### config.mk
export PLATFORM = sky130hd
export DESIGN_NAME = cms_clock_ctrl
export DESIGN_NICKNAME = d
export VERILOG_FILES = /design/src/design/cms_unused_guard.sv /design/src/design/cms_pkg.sv /design/src/design/cms_scaler.sv /design/src/design/cms_clock_ctrl.sv
export SDC_FILE = /design/constraint.sdc
export NUM_CORES = 1
export LEC_CHECK = 0
export ABC_AREA = 1
export BUFFER_PORTS_ARGS = -buffer_cell sky130_fd_sc_hd__buf_2
export CAP_MARGIN = 15
export CORE_ASPECT_RATIO = 1.25
export CORE_MARGIN = 2
export CORE_UTILIZATION = 39
export DETAILED_ROUTE_END_ITERATION = 8
export PLACE_DENSITY_LB_ADDON = 0.2
export SYNTH_ARGS = -nofsm -noshare
export SYNTH_HDL_FRONTEND = slang
export SYNTH_SLANG_ARGS = --single-unit
### constraint.sdc
create_clock -name sys_clk -period 3.8 [get_ports sys_clk]
set_input_delay 0.57 -clock sys_clk [delete_from_list [all_inputs] [get_ports sys_clk]]
set_output_delay 0.57 -clock sys_clk [all_outputs]
set_load 0.05 [all_outputs]
### src/design/cms_unused_guard.sv
// holds no logic; the block lives in cms_clock_ctrl.sv and cms_scaler.sv

### src/design/cms_pkg.sv
// package for the clock multiplier and core clock selection block
// assumes one 100 MHz sys_clk; oscillator edges arrive as one-cycle ticks
package cms_pkg;

  // clock rate and timing figures
  localparam int unsigned SYS_CLK_KHZ        = 100000;
  localparam int unsigned FCM_MIN_KHZ        = 1600;
  localparam int unsigned SLOW_PERIOD_CYC    = SYS_CLK_KHZ / FCM_MIN_KHZ;
  localparam int unsigned LOCK_TIME_NS       = 10000;
  localparam int unsigned LOCK_CYC           = (LOCK_TIME_NS * (SYS_CLK_KHZ / 1000) + 999) / 1000;
  localparam int unsigned BURST_SPACING_CYC  = 2;
  localparam int unsigned MULT_FACTOR        = 4;

  // register map
  localparam logic [7:0] MULT_CTRL_ADDR      = 8'hab;
  localparam logic [7:0] MULT_CTRL_RESET     = 8'h00;
  localparam int unsigned ENABLE_BIT         = 7;
  localparam int unsigned INIT_BIT           = 6;
  localparam int unsigned READY_BIT          = 5;
  localparam int unsigned SCALE_LSB          = 2;
  localparam int unsigned SCALE_MSB          = 4;
  localparam int unsigned SOURCE_LSB         = 0;
  localparam int unsigned SOURCE_MSB         = 1;

  // multiplier input source codes
  localparam logic [1:0] SRC_INT_HALF        = 2'h0;
  localparam logic [1:0] SRC_EXT_HALF        = 2'h1;
  localparam logic [1:0] SRC_EXT_FULL        = 2'h2;

  // core clock source codes
  localparam logic [1:0] CORE_SRC_INT        = 2'h0;
  localparam logic [1:0] CORE_SRC_EXT        = 2'h1;
  localparam logic [1:0] CORE_SRC_RTC        = 2'h2;
  localparam logic [1:0] CORE_SRC_MULT       = 2'h3;

  // special-function register access
  typedef struct packed {
    logic       wr;
    logic       rd;
    logic [7:0] addr;
    logic [7:0] wdata;
  } cms_sfr_req_t;

  // oscillator rising-edge ticks
  typedef struct packed {
    logic int_osc;
    logic ext_osc;
    logic rtc_osc;
  } cms_osc_ticks_t;

  typedef enum logic [1:0] {
    LOCK_OFF,
    LOCK_WAIT,
    LOCK_WAIT_INIT,
    LOCK_DONE
  } cms_lock_state_t;

endpackage

### src/design/cms_scaler.sv
// pulse swallower: passes 2 of every n pulses, or all of them
// assumes in_tick is a one-cycle pulse train on sys_clk
`timescale 1ns/1ps
module cms_scaler
  import cms_pkg::*;
(
  // clock and reset
  input  wire logic       sys_clk,
  input  wire logic       reset_n,
  // control
  input  wire logic [2:0] scale_sel,
  // pulses
  input  wire logic       in_tick,
  output logic            out_tick
);

  logic [2:0] phase_ff;
  logic [2:0] nxt_phase;
  logic [2:0] modulus;
  logic       pass_all;
  logic       pass_now;

  // codes 000..010 pass all; code n from 011 passes 2 of every n: 2/3 up to 2/7
  assign pass_all  = (scale_sel < 3'h3);
  assign modulus   = scale_sel;
  assign pass_now  = pass_all || (phase_ff < 3'h2);
  assign nxt_phase = (phase_ff == modulus - 3'h1) ? 3'h0 : phase_ff + 3'h1;
  // duty is uneven for every modulus from 3 to 7, as the swallowed pulses are not spread
  assign out_tick  = in_tick && pass_now;

  always_ff @(posedge sys_clk or negedge reset_n)
  begin
    if (!reset_n)
      phase_ff <= 3'h0;
    else if (in_tick && !pass_all)
      phase_ff <= nxt_phase;
  end

endmodule

### src/design/cms_clock_ctrl.sv
// clock multiplier and core clock source selection
// assumes oscillator edges arrive as one-cycle ticks synchronous to sys_clk;
// register access is the special-function register strobe port
`timescale 1ns/1ps
module cms_clock_ctrl
  import cms_pkg::*;
#(
  parameter int unsigned PERIOD_W = 16
)
(
  // clock and reset
  input  wire logic           sys_clk,
  input  wire logic           reset_n,
  // register access
  input  wire cms_sfr_req_t   sfr_req,
  output logic [7:0]          sfr_rdata,
  // oscillators
  input  wire cms_osc_ticks_t osc_ticks,
  input  wire logic           ext_osc_settled,
  // core clock selection
  input  wire logic [1:0]     core_clock_source_sel,
  // clock outputs
  output logic                core_clock_tick,
  output logic                mult_clock_tick,
  output logic                counter_array_ext_tick,
  // status
  output logic                crystal_valid_flag
);

  // control register fields
  logic                  mult_enable_ff;
  logic [2:0]            mult_scale_sel_ff;
  logic [1:0]            mult_source_sel_ff;
  logic                  mult_lock_ready;
  logic [7:0]            rdata_ff;
  logic                  ctrl_hit_wr;
  logic                  ctrl_hit_rd;
  logic                  init_cmd;
  logic [7:0]            ctrl_view;
  logic                  enable_wr;
  logic                  nxt_mult_enable;
  logic [2:0]            nxt_mult_scale_sel;
  logic [1:0]            nxt_mult_source_sel;
  logic [7:0]            nxt_rdata;

  // input selection
  logic                  int_half_ff;
  logic                  ext_half_ff;
  logic                  mult_in_tick;
  logic                  nxt_int_half;
  logic                  nxt_ext_half;

  // times-four generator
  logic [PERIOD_W-1:0]   period_cnt_ff;
  logic [PERIOD_W-1:0]   spacing_ff;
  logic [PERIOD_W-1:0]   gap_cnt_ff;
  logic [2:0]            pulses_left_ff;
  logic                  seen_edge_ff;
  logic [PERIOD_W-1:0]   nxt_spacing;
  logic [PERIOD_W-1:0]   nxt_period_cnt;
  logic [PERIOD_W-1:0]   nxt_gap_cnt;
  logic [2:0]            nxt_pulses_left;
  logic                  slow_input;
  logic                  gap_done;
  logic                  x4_tick;
  logic                  scaled_tick;

  // lock sequencing
  cms_lock_state_t       lock_state_ff;
  cms_lock_state_t       nxt_lock_state;
  logic [15:0]           lock_cnt_ff;
  logic                  lock_cnt_done;
  logic [15:0]           nxt_lock_cnt;

  // core clock and crystal flag
  logic                  core_tick_ff;
  logic                  crystal_valid_ff;
  logic                  core_tick_sel;

  function automatic logic src_tick(input logic [1:0] sel, input logic ih, input logic eh, input logic ef,
                                    input logic ifull);
    case (sel)
      SRC_INT_HALF: src_tick = ih;
      SRC_EXT_HALF: src_tick = eh;
      SRC_EXT_FULL: src_tick = ef;
      default:      src_tick = ifull;
    endcase
  endfunction

  // register decode
  assign ctrl_hit_wr = sfr_req.wr && (sfr_req.addr == MULT_CTRL_ADDR);
  assign ctrl_hit_rd = sfr_req.rd && (sfr_req.addr == MULT_CTRL_ADDR);
  assign enable_wr   = ctrl_hit_wr && sfr_req.wdata[ENABLE_BIT];
  // a write rewrites enable too, so init only counts when it carries enable
  assign init_cmd    = enable_wr && sfr_req.wdata[INIT_BIT];
  assign mult_lock_ready = (lock_state_ff == LOCK_DONE);
  // init bit is a command and reads back as zero
  assign ctrl_view   = {mult_enable_ff, 1'b0, mult_lock_ready, mult_scale_sel_ff, mult_source_sel_ff};
  assign sfr_rdata   = rdata_ff;

  // a write replaces all stored fields at once; init and ready are not stored
  assign nxt_mult_enable     = ctrl_hit_wr ? sfr_req.wdata[ENABLE_BIT] : mult_enable_ff;
  assign nxt_mult_scale_sel  = ctrl_hit_wr ? sfr_req.wdata[SCALE_MSB:SCALE_LSB] : mult_scale_sel_ff;
  assign nxt_mult_source_sel = ctrl_hit_wr ? sfr_req.wdata[SOURCE_MSB:SOURCE_LSB] : mult_source_sel_ff;
  // only a read moves the read data, so it stands between reads
  assign nxt_rdata           = ctrl_hit_rd ? ctrl_view : (sfr_req.rd ? 8'h00 : rdata_ff);

  always_ff @(posedge sys_clk or negedge reset_n)
  begin
    if (!reset_n)
    begin
      mult_enable_ff     <= MULT_CTRL_RESET[ENABLE_BIT];
      mult_scale_sel_ff  <= MULT_CTRL_RESET[SCALE_MSB:SCALE_LSB];
      mult_source_sel_ff <= MULT_CTRL_RESET[SOURCE_MSB:SOURCE_LSB];
    end
    else
    begin
      mult_enable_ff     <= nxt_mult_enable;
      mult_scale_sel_ff  <= nxt_mult_scale_sel;
      mult_source_sel_ff <= nxt_mult_source_sel;
    end
  end

  always_ff @(posedge sys_clk or negedge reset_n)
  begin
    if (!reset_n)
      rdata_ff <= 8'h00;
    else
      rdata_ff <= nxt_rdata;
  end

  // halving stages: pass every other oscillator edge
  assign nxt_int_half = osc_ticks.int_osc ? !int_half_ff : int_half_ff;
  assign nxt_ext_half = osc_ticks.ext_osc ? !ext_half_ff : ext_half_ff;
  always_ff @(posedge sys_clk or negedge reset_n)
  begin
    if (!reset_n)
    begin
      int_half_ff <= 1'b0;
      ext_half_ff <= 1'b0;
    end
    else
    begin
      int_half_ff <= nxt_int_half;
      ext_half_ff <= nxt_ext_half;
    end
  end

  assign mult_in_tick = mult_enable_ff &&
                        src_tick(mult_source_sel_ff, osc_ticks.int_osc && int_half_ff,
                                 osc_ticks.ext_osc && ext_half_ff, osc_ticks.ext_osc,
                                 osc_ticks.int_osc);

  // times-four: measure input period, spread four pulses across it; a slow or first input edge gets a burst 2 cycles apart
  assign slow_input  = (period_cnt_ff > PERIOD_W'(SLOW_PERIOD_CYC));
  assign nxt_spacing = (slow_input || !seen_edge_ff) ? PERIOD_W'(BURST_SPACING_CYC) :
                       ((period_cnt_ff >> 2) == '0) ? PERIOD_W'(1) : (period_cnt_ff >> 2);
  assign gap_done    = (gap_cnt_ff >= spacing_ff - PERIOD_W'(1));
  assign x4_tick     = mult_in_tick || ((pulses_left_ff != 3'h0) && gap_done);

  // restart on every input edge; saturate so a stopped input reads as slow
  assign nxt_period_cnt  = (mult_in_tick || !mult_enable_ff) ? PERIOD_W'(1) :
                           ((period_cnt_ff != '1) ? period_cnt_ff + PERIOD_W'(1) : period_cnt_ff);
  assign nxt_gap_cnt     = gap_done ? '0 : gap_cnt_ff + PERIOD_W'(1);
  assign nxt_pulses_left = gap_done ? pulses_left_ff - 3'h1 : pulses_left_ff;

  always_ff @(posedge sys_clk or negedge reset_n)
  begin
    if (!reset_n)
      period_cnt_ff <= '0;
    else
      period_cnt_ff <= nxt_period_cnt;
  end

  always_ff @(posedge sys_clk or negedge reset_n)
  begin
    if (!reset_n)
    begin
      spacing_ff     <= PERIOD_W'(1);
      gap_cnt_ff     <= '0;
      pulses_left_ff <= 3'h0;
      seen_edge_ff   <= 1'b0;
    end
    else if (!mult_enable_ff)
    begin
      pulses_left_ff <= 3'h0;
      seen_edge_ff   <= 1'b0;
    end
    else if (mult_in_tick)
    begin
      // a fresh edge restarts the group, so no edge is lost to a pending burst
      spacing_ff     <= nxt_spacing;
      gap_cnt_ff     <= '0;
      pulses_left_ff <= 3'(MULT_FACTOR - 1);
      seen_edge_ff   <= 1'b1;
    end
    else if (pulses_left_ff != 3'h0)
    begin
      gap_cnt_ff     <= nxt_gap_cnt;
      pulses_left_ff <= nxt_pulses_left;
    end
  end

  cms_scaler u_scaler (
    .sys_clk   (sys_clk),
    .reset_n   (reset_n),
    .scale_sel (mult_scale_sel_ff),
    .in_tick   (x4_tick),
    .out_tick  (scaled_tick)
  );

  // lock sequencing: enable, then init, then a fixed settling time
  // the fixed count stands in for analog settling, which the logic cannot observe
  assign lock_cnt_done = (lock_cnt_ff >= 16'(LOCK_CYC - 1));

  // every init restarts the count, so a re-init waits the full settling time unless it lands in the last waiting cycle
  assign nxt_lock_cnt  = (nxt_lock_state != LOCK_WAIT || init_cmd) ? 16'h0000 :
                         (lock_cnt_done ? lock_cnt_ff : lock_cnt_ff + 16'h0001);

  always_comb
  begin
    nxt_lock_state = lock_state_ff;
    case (lock_state_ff)
      LOCK_OFF:       nxt_lock_state = init_cmd ? LOCK_WAIT : (enable_wr ? LOCK_WAIT_INIT : LOCK_OFF);
      LOCK_WAIT:      nxt_lock_state = lock_cnt_done ? LOCK_DONE : LOCK_WAIT;
      LOCK_WAIT_INIT: nxt_lock_state = init_cmd ? LOCK_WAIT : LOCK_WAIT_INIT;
      LOCK_DONE:      nxt_lock_state = init_cmd ? LOCK_WAIT : LOCK_DONE;
      default:        nxt_lock_state = LOCK_OFF;
    endcase
    if (ctrl_hit_wr && !sfr_req.wdata[ENABLE_BIT])
      nxt_lock_state = LOCK_OFF;
  end

  always_ff @(posedge sys_clk or negedge reset_n)
  begin
    if (!reset_n)
      lock_state_ff <= LOCK_OFF;
    else
      lock_state_ff <= nxt_lock_state;
  end

  always_ff @(posedge sys_clk or negedge reset_n)
  begin
    if (!reset_n)
      lock_cnt_ff <= 16'h0000;
    else
      lock_cnt_ff <= nxt_lock_cnt;
  end

  // unlocked multiplier output is held off so the core never sees it
  assign mult_clock_tick = scaled_tick && mult_lock_ready;

  // core clock selection; internal oscillator needs no start-up wait
  // the switch is immediate, so software must only pick a source that already runs
  always_comb
  begin
    case (core_clock_source_sel)
      CORE_SRC_INT:  core_tick_sel = osc_ticks.int_osc;
      CORE_SRC_EXT:  core_tick_sel = osc_ticks.ext_osc;
      CORE_SRC_RTC:  core_tick_sel = osc_ticks.rtc_osc;
      CORE_SRC_MULT: core_tick_sel = mult_clock_tick;
      default:       core_tick_sel = osc_ticks.int_osc;
    endcase
  end

  always_ff @(posedge sys_clk or negedge reset_n)
  begin
    if (!reset_n)
    begin
      core_tick_ff     <= 1'b0;
      crystal_valid_ff <= 1'b0;
    end
    else
    begin
      core_tick_ff     <= core_tick_sel;
      crystal_valid_ff <= ext_osc_settled;
    end
  end

  assign core_clock_tick        = core_tick_ff;
  assign counter_array_ext_tick = osc_ticks.ext_osc;
  assign crystal_valid_flag     = crystal_valid_ff;

endmodule

# Word level (Yosys, flattened, before mapping)
# Index checks and enable logic that the tools add are counted.
# word_totals
reg_bits	91
input_bits	26
out_inout_bits	12
elab_cells	105
# op_classes
addsub	7
n_lt_le_gt_ge	5
n_eq_ne	16
mux	27
reduce_logical	34
# op_table
cell	n
16-bit 2-to-1 mux	7
16-bit by 1-bit adder with 16-bit output (second input constant)	3
14-bit 2-to-1 mux	2
16-bit by 10-bit >= comparator with 1-bit output (second input constant)	1
16-bit >= comparator	1
16-bit by 6-bit > comparator with 1-bit output (second input constant)	1
16-bit logical NOT	1
8-bit 2-to-1 mux	2
16-bit != test (second input constant)	1
16-bit by 1-bit subtractor with 16-bit output (second input constant)	1
3-bit 2-to-1 mux	5
1-bit logical AND	12
2-bit 2-to-1 mux	6
2-bit equality test (second input constant)	5
8-bit equality test (second input constant)	1
2-bit case mux with 4 select lines	1
2-bit by 1-bit equality test with 1-bit output (second input constant)	3
1-bit logical NOT	6
2-bit logical NOT	3
3-bit by 2-bit < comparator with 1-bit output (second input constant)	2
2-bit by 1-bit != test with 1-bit output (second input constant)	3
3-bit by 1-bit != test with 1-bit output (second input constant)	2
2-bit AND reduction	3
2-bit nonzero test	3
other kinds (8)	14

# Logic depth before layout (Yosys ltp)
# Gate-level depths: netlist of the first run.
# depth
ltp_word	10
mapped_depth	20
mapped_depth_nobuf	20

# By module
# Synthesis of the first run repeated with hierarchy kept, for this count alone.
# unflattened
cells_unflattened	636
hier_area_um2	5023.6
# by_module_without_submodules
module	n_inst	cells_each	area_per_inst_um2	seq_area_each_um2
cms_clock_ctrl	1	586	4739.5	2128.3
cms_scaler	1	50	284.0	75.1

# Least setup slack after synthesis of the first run
# No wires, ideal clock.
# synth_timing
path_type	register -> output
startpoint	register spacing_ff[2]
endpoint	output mult_clock_tick
arrival_ps	2881
required_ps	3230
path_slack_ps	349
stages_incl_launch_ff	17
path_buffers	0
path_cell_list	dfrtp_1 > nor2_1 > nand2_1 > nor3_1 > nand2_1 > nor2_1 > nand2_1 > xor2_1 > ha_1 > nand4_1 > a21oi_1 > nor2_1 > nand2_1 > nand2_1 > nand2_1 > nand2_1 > nor2_1
# synth_via
elab_chain_len	6
# synth_lines
element	line_no	rtl
from (decl)	cms_clock_ctrl.sv:55	logic [PERIOD_W-1:0] spacing_ff;
from (signal assigned)	cms_clock_ctrl.sv:192	spacing_ff <= nxt_spacing;
16-bit by 1-bit subtractor with 16-bit output	cms_clock_ctrl.sv:158	assign gap_done = (gap_cnt_ff >= spacing_ff - PERIOD_W'(1));
16-bit >= comparator	cms_clock_ctrl.sv:158	
1-bit logical AND	cms_clock_ctrl.sv:159	assign x4_tick = mult_in_tick || ((pulses_left_ff != 3'h0) && gap_done);
1-bit logical OR	cms_clock_ctrl.sv:159	
1-bit logical AND	cms_scaler.sv:29	assign out_tick = in_tick && pass_now;
1-bit logical AND	cms_clock_ctrl.sv:251	assign mult_clock_tick = scaled_tick && mult_lock_ready;
to (decl)	cms_clock_ctrl.sv:24	output logic mult_clock_tick,
# Every way passes these cells.

# Worst setup path after layout of the first run
# layout_timing
startpoint	register spacing_ff[3]
endpoint	output mult_clock_tick
# Same word-level chain as after synthesis.

==> impl_metrics.tcl, run 1 <==
set metrics [dict create \
    max-cap-violations 0 \
    end_kind "output port" \
    hpwl_mm 7.56 \
    fp.dieArea_um2 13500 \
    final_util_pct 46.4 \
    layout.nets 702 \
    initialDrtViolationCount 142 \
    yosysUniqueCellTypes 39 \
    worstPathMaxFanout 4 \
    path_common_cell "nand2_2" \
    cp_top_family "simple AND/OR/NAND/NOR gates" \
    antenna_found_initial 0 \
    synth-main-ff-cell "dfrtp_1" \
    finalMaxSlewViolations 0 \
    crit_arrival_ns 2.98 \
    slowest_stage "dfrtp_1" \
    p_per_area_nw_per_um2 433 \
    peakVddDrop_v 0.000210 \
    syn_to_final_growth_pct 15.3 \
    fp.dieW_um 104 \
    async_flop_share_pct 100 \
    cp_num_cells 18 \
    setup_violations 0 \
    vias 3966 \
    synth_edf_count 0 \
    overflow 0 \
    start_kind "flop" \
    worst_pin_slew_ns 0.944 \
    maxUsedRoutingLayer "met4" \
    htreeDepth 3 \
    dr_wl_met2_mm 5.45 \
    postRouteAntennaNets 0 \
    fillCellCount 1256 \
    syn_inst 600 \
    holdWs_ns 0.337 \
    path_cells "nor2_1 > nand2_4 > nor3_4 > nand2_2 > inv_1 > nand4_1 > xor2_1 > inv_1 > ha_1 > nand4_1 > a21oi_1 > nor2_1 > nand2_1 > nand2_2 > nand2_2 > nand2_1 > nor2_2 > buf_6" \
    drive_gt1_share_pct 13.4 \
    io_buffer_count 35 \
    hold_class "primary input to flop" \
    ios 38 \
    grt_start_max_net_pins 74 \
    status "finished, final reports clean" \
    fin_skew_ns 0.00863 \
    ys_seq_area_share_pct 44.8 \
    critPathKind "flop to output port" \
    min_period_ns 3.55 \
    detail_route.first_pass.iterations 4 \
    rr_worst_depth 19 \
    hold_viol_final 0 \
    syn_area_per_cell_um2 8.20 \
    crit_path_max_incr_delay_ns 0.42 \
    coreArea_um2 12200 \
    relSlewSlack_pct 37.0 \
    die_h_um 130 \
    viasPerCell 4.84 \
    synth-seq-cells 88 \
    drc 0 \
    diodes 0 \
    clock_path_buffers 2 \
    syn-cell-area_um2 4920 \
    finalCritPeriodShare_pct 93.4 \
    yosysWarnings 0 \
    hold_depth 1 \
    timing.fmax_ghz 0.282 \
    track_usage_pct 16.2 \
    cts_tree "yes" \
    cts.sinks 88 \
    placementRows 45 \
    required_ns 3.23 \
    total_leakage_power_nw 2.74 \
    drt-met1-wl_mm 4.24 \
    numCtsBuffers 9 \
    routabilityCongestion 0.819 \
    crit_buf_inv 3 \
    wl_met3_um 194 \
    clk_pin_slew_ns 0.06 \
    routed_wl_mm 10.1 \
    grt_first_pass_wirelength_mm 17.7 \
    clock_latency_ns 0.34 \
    start_util_pct 40.3 \
    grt_pass1_vias 3917 \
    cts-root-buf "clkbuf_16" \
    avgRoutedWirePerCell_um 12.3 \
    cts_hold_buf 0 \
]
==> logic make-up (layout without fill, tap and decap cells) <==
kind of cell	after synthesis	in the layout	synth area share (%)
AND/OR/NAND/NOR	270	270	25.0
buffers and inverters	105	154	8.55
flip-flops	88	88	44.8
AO/OA/AOI/OAI	71	71	8.09
XOR/XNOR	40	40	7.12
adder cells (fa/ha/maj)	25	25	6.36
other	1	7	0.0762
==> path summary, 6_finish.rpt <==
kind                                       from              endpoint  slack [ns]
min in group asynchronous               reset_n        gap_cnt_ff[10]        0.37
worst min-delay path            ext_osc_settled    crystal_valid_flag        0.34
worst max-delay path              spacing_ff[3]       mult_clock_tick        0.25
worst max register to register    spacing_ff[1]  u_scaler.phase_ff[1]        1.01
worst min register to register   lock_cnt_ff[0]        lock_cnt_ff[0]        0.46
max in group asynchronous               reset_n        mult_enable_ff        2.64
==> area by class of cell <==
type | instances | area [um2] | area share, %
Clock buffer | 10 | 229 | 4.04
Clock inverter | 5 | 57.6 | 1.01
Inverter | 96 | 360 | 6.35
Multi-Input combinational cell | 413 | 2370 | 41.8
Sequential cell | 88 | 2200 | 38.8
Tap cell | 164 | 205 | 3.62
Timing Repair Buffer | 43 | 244 | 4.30
==> flip-flops by register name, summed over array words and instances, names as in the netlist <==
name,flops
core_clock_tick,1
crystal_valid_flag,1
ext_half_ff,1
gap_cnt_ff,16
int_half_ff,1
lock_cnt_ff,16
lock_state_ff,2
mult_enable_ff,1
mult_scale_sel_ff,3
mult_source_sel_ff,2
period_cnt_ff,16
pulses_left_ff,3
seen_edge_ff,1
sfr_rdata,7
spacing_ff,14
u_scaler.phase_ff,3
==> repair_timing <==
action / in CTS / in global routing
gates resized for setup: 1 / 17
endpoints found under the setup margin: 1 / 1
pin swaps: 0 / 9
buffers inserted: 0 / 4
==> synthesized netlist by cell type, types with 2 or more instances <==
cell	number	area [um2]
inv_2	3	11.3
dfrtp_1	87	2180
a31oi_1	5	31.3
inv_1	92	345
ha_1	25	313
o22ai_1	9	56.3
nor3_1	23	115
nor2_2	4	25.0
buf_4	3	22.5
nand3_1	36	180
nand4_1	18	113
nand2_1	107	402
xnor2_1	6	52.6
a21oi_1	23	115
clkbuf_1	2	7.51
nor2_1	69	259
o31ai_1	4	30.0
nand2_2	3	18.8
xor2_1	34	298
nand2_4	2	22.5
o21ai_0	24	120
buf_2	3	15.0
nor4_1	2	12.5
==> where the power goes <==
part	switching [mW]	leakage, nW	internal, mW
Clock	0.367	0.143	0.507
Sequential	0.0873	1.14	1.03
Combinational	0.291	1.46	0.173
==> metrics by stage <==
stage	worst slack (ns)	TNS [ns]	total power, mW	instance area [um2]	cells
global route	-0.0318	-0.0318	2.62	5670	819
global placement	0.357	0	1.56	5290	800
CTS	0.00850	0	2.48	5580	815
finish	0.250	0	2.46	5670	819
floorplan	0.349	0	1.45	4940	606
detailed placement	0.326	0	1.59	5290	800
==> layer usage <==
metal	up-vias	track usage, %
li1	2043	-
met1	1876	18.6
met2	33	30.4
met3	14	2.36
met4	0	6.68
met5	-	0
==> layout by cell type (no fill, tap or decap), types with 2 or more instances in the layout <==
| cell | count |
|---|---|
| buf_2 | 33 |
| xor2_1 | 34 |
| nand4_1 | 18 |
| a31oi_1 | 5 |
| clkbuf_16 | 9 |
| clkinv_2 | 2 |
| o22ai_1 | 9 |
| xnor2_1 | 6 |
| o21ai_0 | 24 |
| ha_1 | 24 |
| nor2_2 | 5 |
| dfrtp_1 | 87 |
| nand2_1 | 102 |
| buf_4 | 9 |
| nand2_2 | 7 |
| nor2_1 | 67 |
| o31ai_1 | 4 |
| nor3_2 | 2 |
| nor3_4 | 2 |
| nor2_4 | 2 |
| nand3_1 | 36 |
| conb_1 | 7 |
| nor3_1 | 21 |
| nand2_4 | 3 |
| inv_1 | 90 |
| inv_2 | 5 |
| a21oi_1 | 23 |
| nor4_1 | 2 |
No activity file was read; power rests on OpenSTA's default activity.
==> inputs of run 2 (changes only) <==
- CORE_ASPECT_RATIO: 1.25 -> default
- clock period: 3.8 -> 4.5 ns (I/O delays scaled with it)
==> run 2 against run 1 <==
Against the previous run:
- register-to-register slack improved by 0.57 ns
- critical path depth increased by 1
- cell area shrank 1.9%
- clock skew decreased by 0.0023 ns
- first-iteration DRC count up 67%
- worst setup slack improved by 0.21 ns
- non-clock buffer count down 7
- total power is 18% lower
- worst hold slack better by 0.091 ns
- critical endpoint unchanged
- highest routed layer unchanged
==> impl_metrics.tcl, run 2 (synthesized netlist as in run 1, its figures left out) <==
set metrics [dict create \
    fin_skew_ns 0.00632 \
    fp.dieArea_um2 13500 \
    syn_to_final_growth_pct 13.1 \
    power_mw 2.01 \
    r2r-start "spacing_ff[0]" \
    die_h_um 116 \
    drc 0 \
    finalCritPeriodShare_pct 89.7 \
    cts-root-buf "clkbuf_16" \
    hpwl_mm 7.18 \
    grt_start_max_net_pins 67 \
    post-cts-setup-buffers 0 \
    min_period_ns 4.04 \
    worst_pin_slew_ns 0.849 \
    r2r-end "gap_cnt_ff[11]" \
    crit_arrival_ns 3.36 \
    clk_pin_slew_ns 0.06 \
    fp.dieW_um 116 \
    max-cap-violations 0 \
    required_ns 3.83 \
    reg2reg_slack_ns 1.58 \
    ios 38 \
    peakVddDrop_v 0.000202 \
    ctsResizeCount 0 \
    io_buffer_count 35 \
    clock_latency_ns 0.34 \
    hold_viol_final 0 \
    cts_tree "yes" \
    total_leakage_power_nw 2.70 \
    grt_first_pass_wirelength_mm 17.0 \
    vias 3955 \
    diodes 0 \
    setup_tns_ns 0 \
    finalMaxSlewViolations 0 \
    clock_path_buffers 2 \
    numCtsBuffers 9 \
    layout.nets 695 \
    status "finished, final reports clean" \
    overflow 0 \
    rr_worst_depth 17 \
    routed_wl_mm 9.61 \
    final_common_cell "nand2_1" \
    antenna_found_initial 0 \
    fin_area_um2 5560 \
    worstPathMaxFanout 5 \
    htreeDepth 3 \
    coreArea_um2 12500 \
    routabilityCongestion 0.862 \
    relSlewSlack_pct 43.4 \
    placementRows 41 \
    initialDrtViolationCount 237 \
    rsz0062_at_grt "false" \
    fillCellCount 1261 \
    postRouteAntennaNets 0 \
    dpl-instance-area_um2 5280 \
    timing.fmax_ghz 0.248 \
    grt_pass1_vias 3877 \
    cts.sinks 88 \
    setup_violations 0 \
    track_usage_pct 16.0 \
    p_per_area_nw_per_um2 361 \
    top_regs "gap_cnt_ff x16, lock_cnt_ff x16, period_cnt_ff x16" \
    cp-startpoint "spacing_ff[0]" \
    cts_hold_buf 0 \
    start_util_pct 39.5 \
    drive_gt1_share_pct 10.8 \
    end_kind "output port" \
    viasPerCell 4.82 \
    hold_class "primary input to asynchronous set/reset pin" \
    final_cell_mix "107 x nand2_1, 92 x inv_1, 87 x dfrtp_1, 69 x nor2_1, 36 x nand3_1" \
    avgRoutedWirePerCell_um 11.7 \
    critPathKind "flop to output port" \
    detail_route.first_pass.iterations 4 \
    start_kind "flop" \
]
==> run 2: layout make-up <==
cell class / instances / area [um2] / share of cell area (%)
inverter: 96 / 360 / 6.48
multi-input combinational: 413 / 2320 / 41.7
clock buffer: 13 / 260 / 4.68
sequential: 88 / 2200 / 39.6
clock inverter: 3 / 17.5 / 0.315
timing repair buffer: 36 / 185 / 3.33
tap: 172 / 215 / 3.87
==> run 2: per-layer routing <==
layer | track usage (%) | vias up | wire [um]
met5 | 0 | - | 0
met4 | 6.98 | 0 | 187
met3 | 3.84 | 14 | 235
met2 | 26.7 | 35 | 4780
met1 | 19.6 | 1886 | 4410
li1 | - | 2020 | -
==> run 2: power by group <==
group	total [mW]	switching [mW]	internal [mW]
Combinational	0.372	0.233	0.139
Clock	0.697	0.295	0.402
Sequential	0.939	0.0674	0.872
==> run 2: metrics by stage <==
step	worst slack, ns	std cells	hold slack (ns)	utilization (%)
final	0.462	821	0.428	44.6
after global routing	0.106	821	0.421	44.6
after global placement	0.833	805	0.447	42.4
after floorplan	0.944	606	0.379	-
after detailed placement	0.758	805	0.453	42.4
after CTS	0.361	821	0.426	44.6
==> run 2: worst max path at each step <==
| stage | end | cells past startpoint | slack [ns] |
|---|---|---|---|
| 3_3_place_gp | mult_clock_tick | 17 | 0.83 |
| 2_1_floorplan | mult_clock_tick | 16 | 0.94 |
| 6_report | mult_clock_tick | 19 | 0.46 |
| 3_5_place_dp | mult_clock_tick | 17 | 0.76 |
| 4_1_cts | mult_clock_tick | 17 | 0.36 |
| 5_1_grt | mult_clock_tick | 19 | 0.11 |
==> run 2: worst max-delay path, cell delays in order, from the launching register on <==
cell and delay [ns]:
dfstp_2 0.37, inv_1 0.09, ha_1 0.18, nand2_1 0.09
nor3_1 0.25, nand2_1 0.16, inv_1 0.08, nand4_1 0.12
xor2_1 0.17, inv_1 0.06, ha_1 0.26, nand4_1 0.11
a21oi_1 0.14, nor2_1 0.08, nand2_1 0.13, nand2_1 0.08
nand2_1 0.15, nand2_1 0.07, nor2_1 0.13, buf_2 0.29
==> inputs of run 3 (changes only) <==
- REMOVE_ABC_BUFFERS: default -> 1
==> run 3 against run 2 <==
Against the previous run:
- global-route usage about the same
- cell area up 0.16%
- cell count up 0.12%
- clock skew up 0.0019 ns
- clock power up 2%
- critical path type unchanged
- critical endpoint unchanged
- largest power group unchanged
- highest routed layer unchanged
==> impl_metrics.tcl, run 3 (synthesized netlist as in run 1, its figures left out) <==
set metrics [dict create \
    hold_viol_final 0 \
    avgRoutedWirePerCell_um 11.6 \
    io_buffer_count 35 \
    setup_violations 0 \
    critPathKind "flop to output port" \
    routed_wl_mm 9.54 \
    detail_route.first_pass.iterations 4 \
    coreArea_um2 12500 \
    min_period_ns 4.05 \
    drive_gt1_share_pct 10.8 \
    cp_top_family "simple AND/OR/NAND/NOR gates" \
    setup_tns_ns 0 \
    finalCritPeriodShare_pct 90.1 \
    htreeDepth 3 \
    worstPathMaxFanout 5 \
    clk_pin_slew_ns 0.06 \
    cts_hold_buf 0 \
    relSlewSlack_pct 51.7 \
    cts-root-buf "clkbuf_16" \
    hold_class "primary input to asynchronous set/reset pin" \
    slowest_stage "dfrtp_1" \
    start_util_pct 39.5 \
    path_cells "nor2_1 > nand2_1 > nor3_1 > nand2_1 > nor2_1 > nand2_1 > xor2_1 > ha_1 > a21oi_1 > o21ai_0 > nor2_1 > nand2_1 > nand2_1 > nand2_1 > nand2_1 > nor2_1 > buf_2" \
    die_h_um 116 \
    diodes 0 \
    max-cap-violations 0 \
    fin_skew_ns 0.00821 \
    clock_path_buffers 2 \
    crit_path_max_incr_delay_ns 0.42 \
    placementRows 41 \
    drc 0 \
    final_cell_mix "107 x nand2_1, 92 x inv_1, 87 x dfrtp_1, 69 x nor2_1, 36 x nand3_1" \
    grt_pass1_vias 3863 \
    ios 38 \
    hpwl_mm 7.16 \
    fp.dieArea_um2 13500 \
    fillCellCount 1277 \
    post-cts-setup-buffers 0 \
    track_usage_pct 15.9 \
    status "finished, final reports clean" \
    timing.fmax_ghz 0.247 \
    grt_first_pass_wirelength_mm 17.2 \
    top_regs "gap_cnt_ff x16, lock_cnt_ff x16, period_cnt_ff x16" \
    initialDrtViolationCount 110 \
    crit_arrival_ns 3.38 \
    routabilityCongestion 0.840 \
    p_per_area_nw_per_um2 362 \
    total_leakage_power_nw 2.70 \
    cts.sinks 88 \
    grt_start_max_net_pins 59 \
    numCtsBuffers 9 \
    path_common_cell "nand2_1" \
    worst_pin_slew_ns 0.724 \
    required_ns 3.83 \
    antenna_found_initial 0 \
    setup_ws_ns 0.445 \
    preCtsSetupSlack_ns 0.802 \
    clock_latency_ns 0.33 \
    final_util_pct 44.7 \
    finalMaxSlewViolations 0 \
    peakVddDrop_v 0.000249 \
    final_common_cell "nand2_1" \
    start_kind "flop" \
    crit_buf_inv 1 \
    fp.dieW_um 116 \
    viasPerCell 4.72 \
    vias 3883 \
    cts_tree "yes" \
    overflow 0 \
    rsz0062_at_grt "false" \
    ctsResizeCount 0 \
    postRouteAntennaNets 0 \
    layout.nets 696 \
    end_kind "output port" \
    syn_to_final_growth_pct 13.3 \
]
## run 3: changes by cell type in the layout (fill, tap and decap cells not counted)
cell and delta:
clkinvlp_4 +1, clkinv_2 -2, inv_6 +1, nor3_2 -1, nor3_1 +1, buf_4 +1
## run 3: cell type report
cell class	instances	area (um2)	area share [%]
Sequential cell	88	2200	39.5
Clock inverter	3	23.8	0.427
Multi-Input combinational cell	413	2320	41.6
Clock buffer	13	260	4.67
Tap cell	172	215	3.86
Timing Repair Buffer	37	193	3.46
Inverter	96	360	6.47
## run 3: per-stage QoR
stage	instance area [um2]	hold slack, ns	power (mW)	std cells
after detailed placement	5290	0.452	1.33	806
after CTS	5570	0.430	2.06	822
after floorplan	4880	0.379	1.22	597
after global routing	5570	0.435	2.17	822
after global placement	5290	0.445	1.32	806
final	5570	0.398	2.02	822
## run 3: final timing paths
path / to / startpoint / depth (start not counted) / slack, ns
worst min register to register: lock_cnt_ff[0] / lock_cnt_ff[0] / 1 / 0.46
worst max-delay path: mult_clock_tick / spacing_ff[2] / 17 / 0.45
worst max register to register: u_scaler.phase_ff[2] / spacing_ff[2] / 17 / 1.47
worst min-delay path: u_scaler.phase_ff[2] / reset_n / 1 / 0.40
max in group asynchronous: lock_cnt_ff[9] / reset_n / 2 / 3.23
min in group sys_clk: crystal_valid_flag / ext_osc_settled / 1 / 0.45
## run 3: layer usage
| metal | up-vias | global-route usage [%] | share of wire, % |
|---|---|---|---|
| met5 | - | 0 | 0 |
| met4 | 0 | 4.92 | 1.1 |
| met3 | 7 | 3.94 | 3.2 |
| met2 | 48 | 27.3 | 49 |
| met1 | 1805 | 19.8 | 46 |
| li1 | 2023 | - | - |
## run 3: power breakdown
part           internal, mW  leakage [nW]  switching (mW)
logic                 0.138          1.42           0.233
clock network         0.407         0.132           0.301
registers             0.872          1.14          0.0671
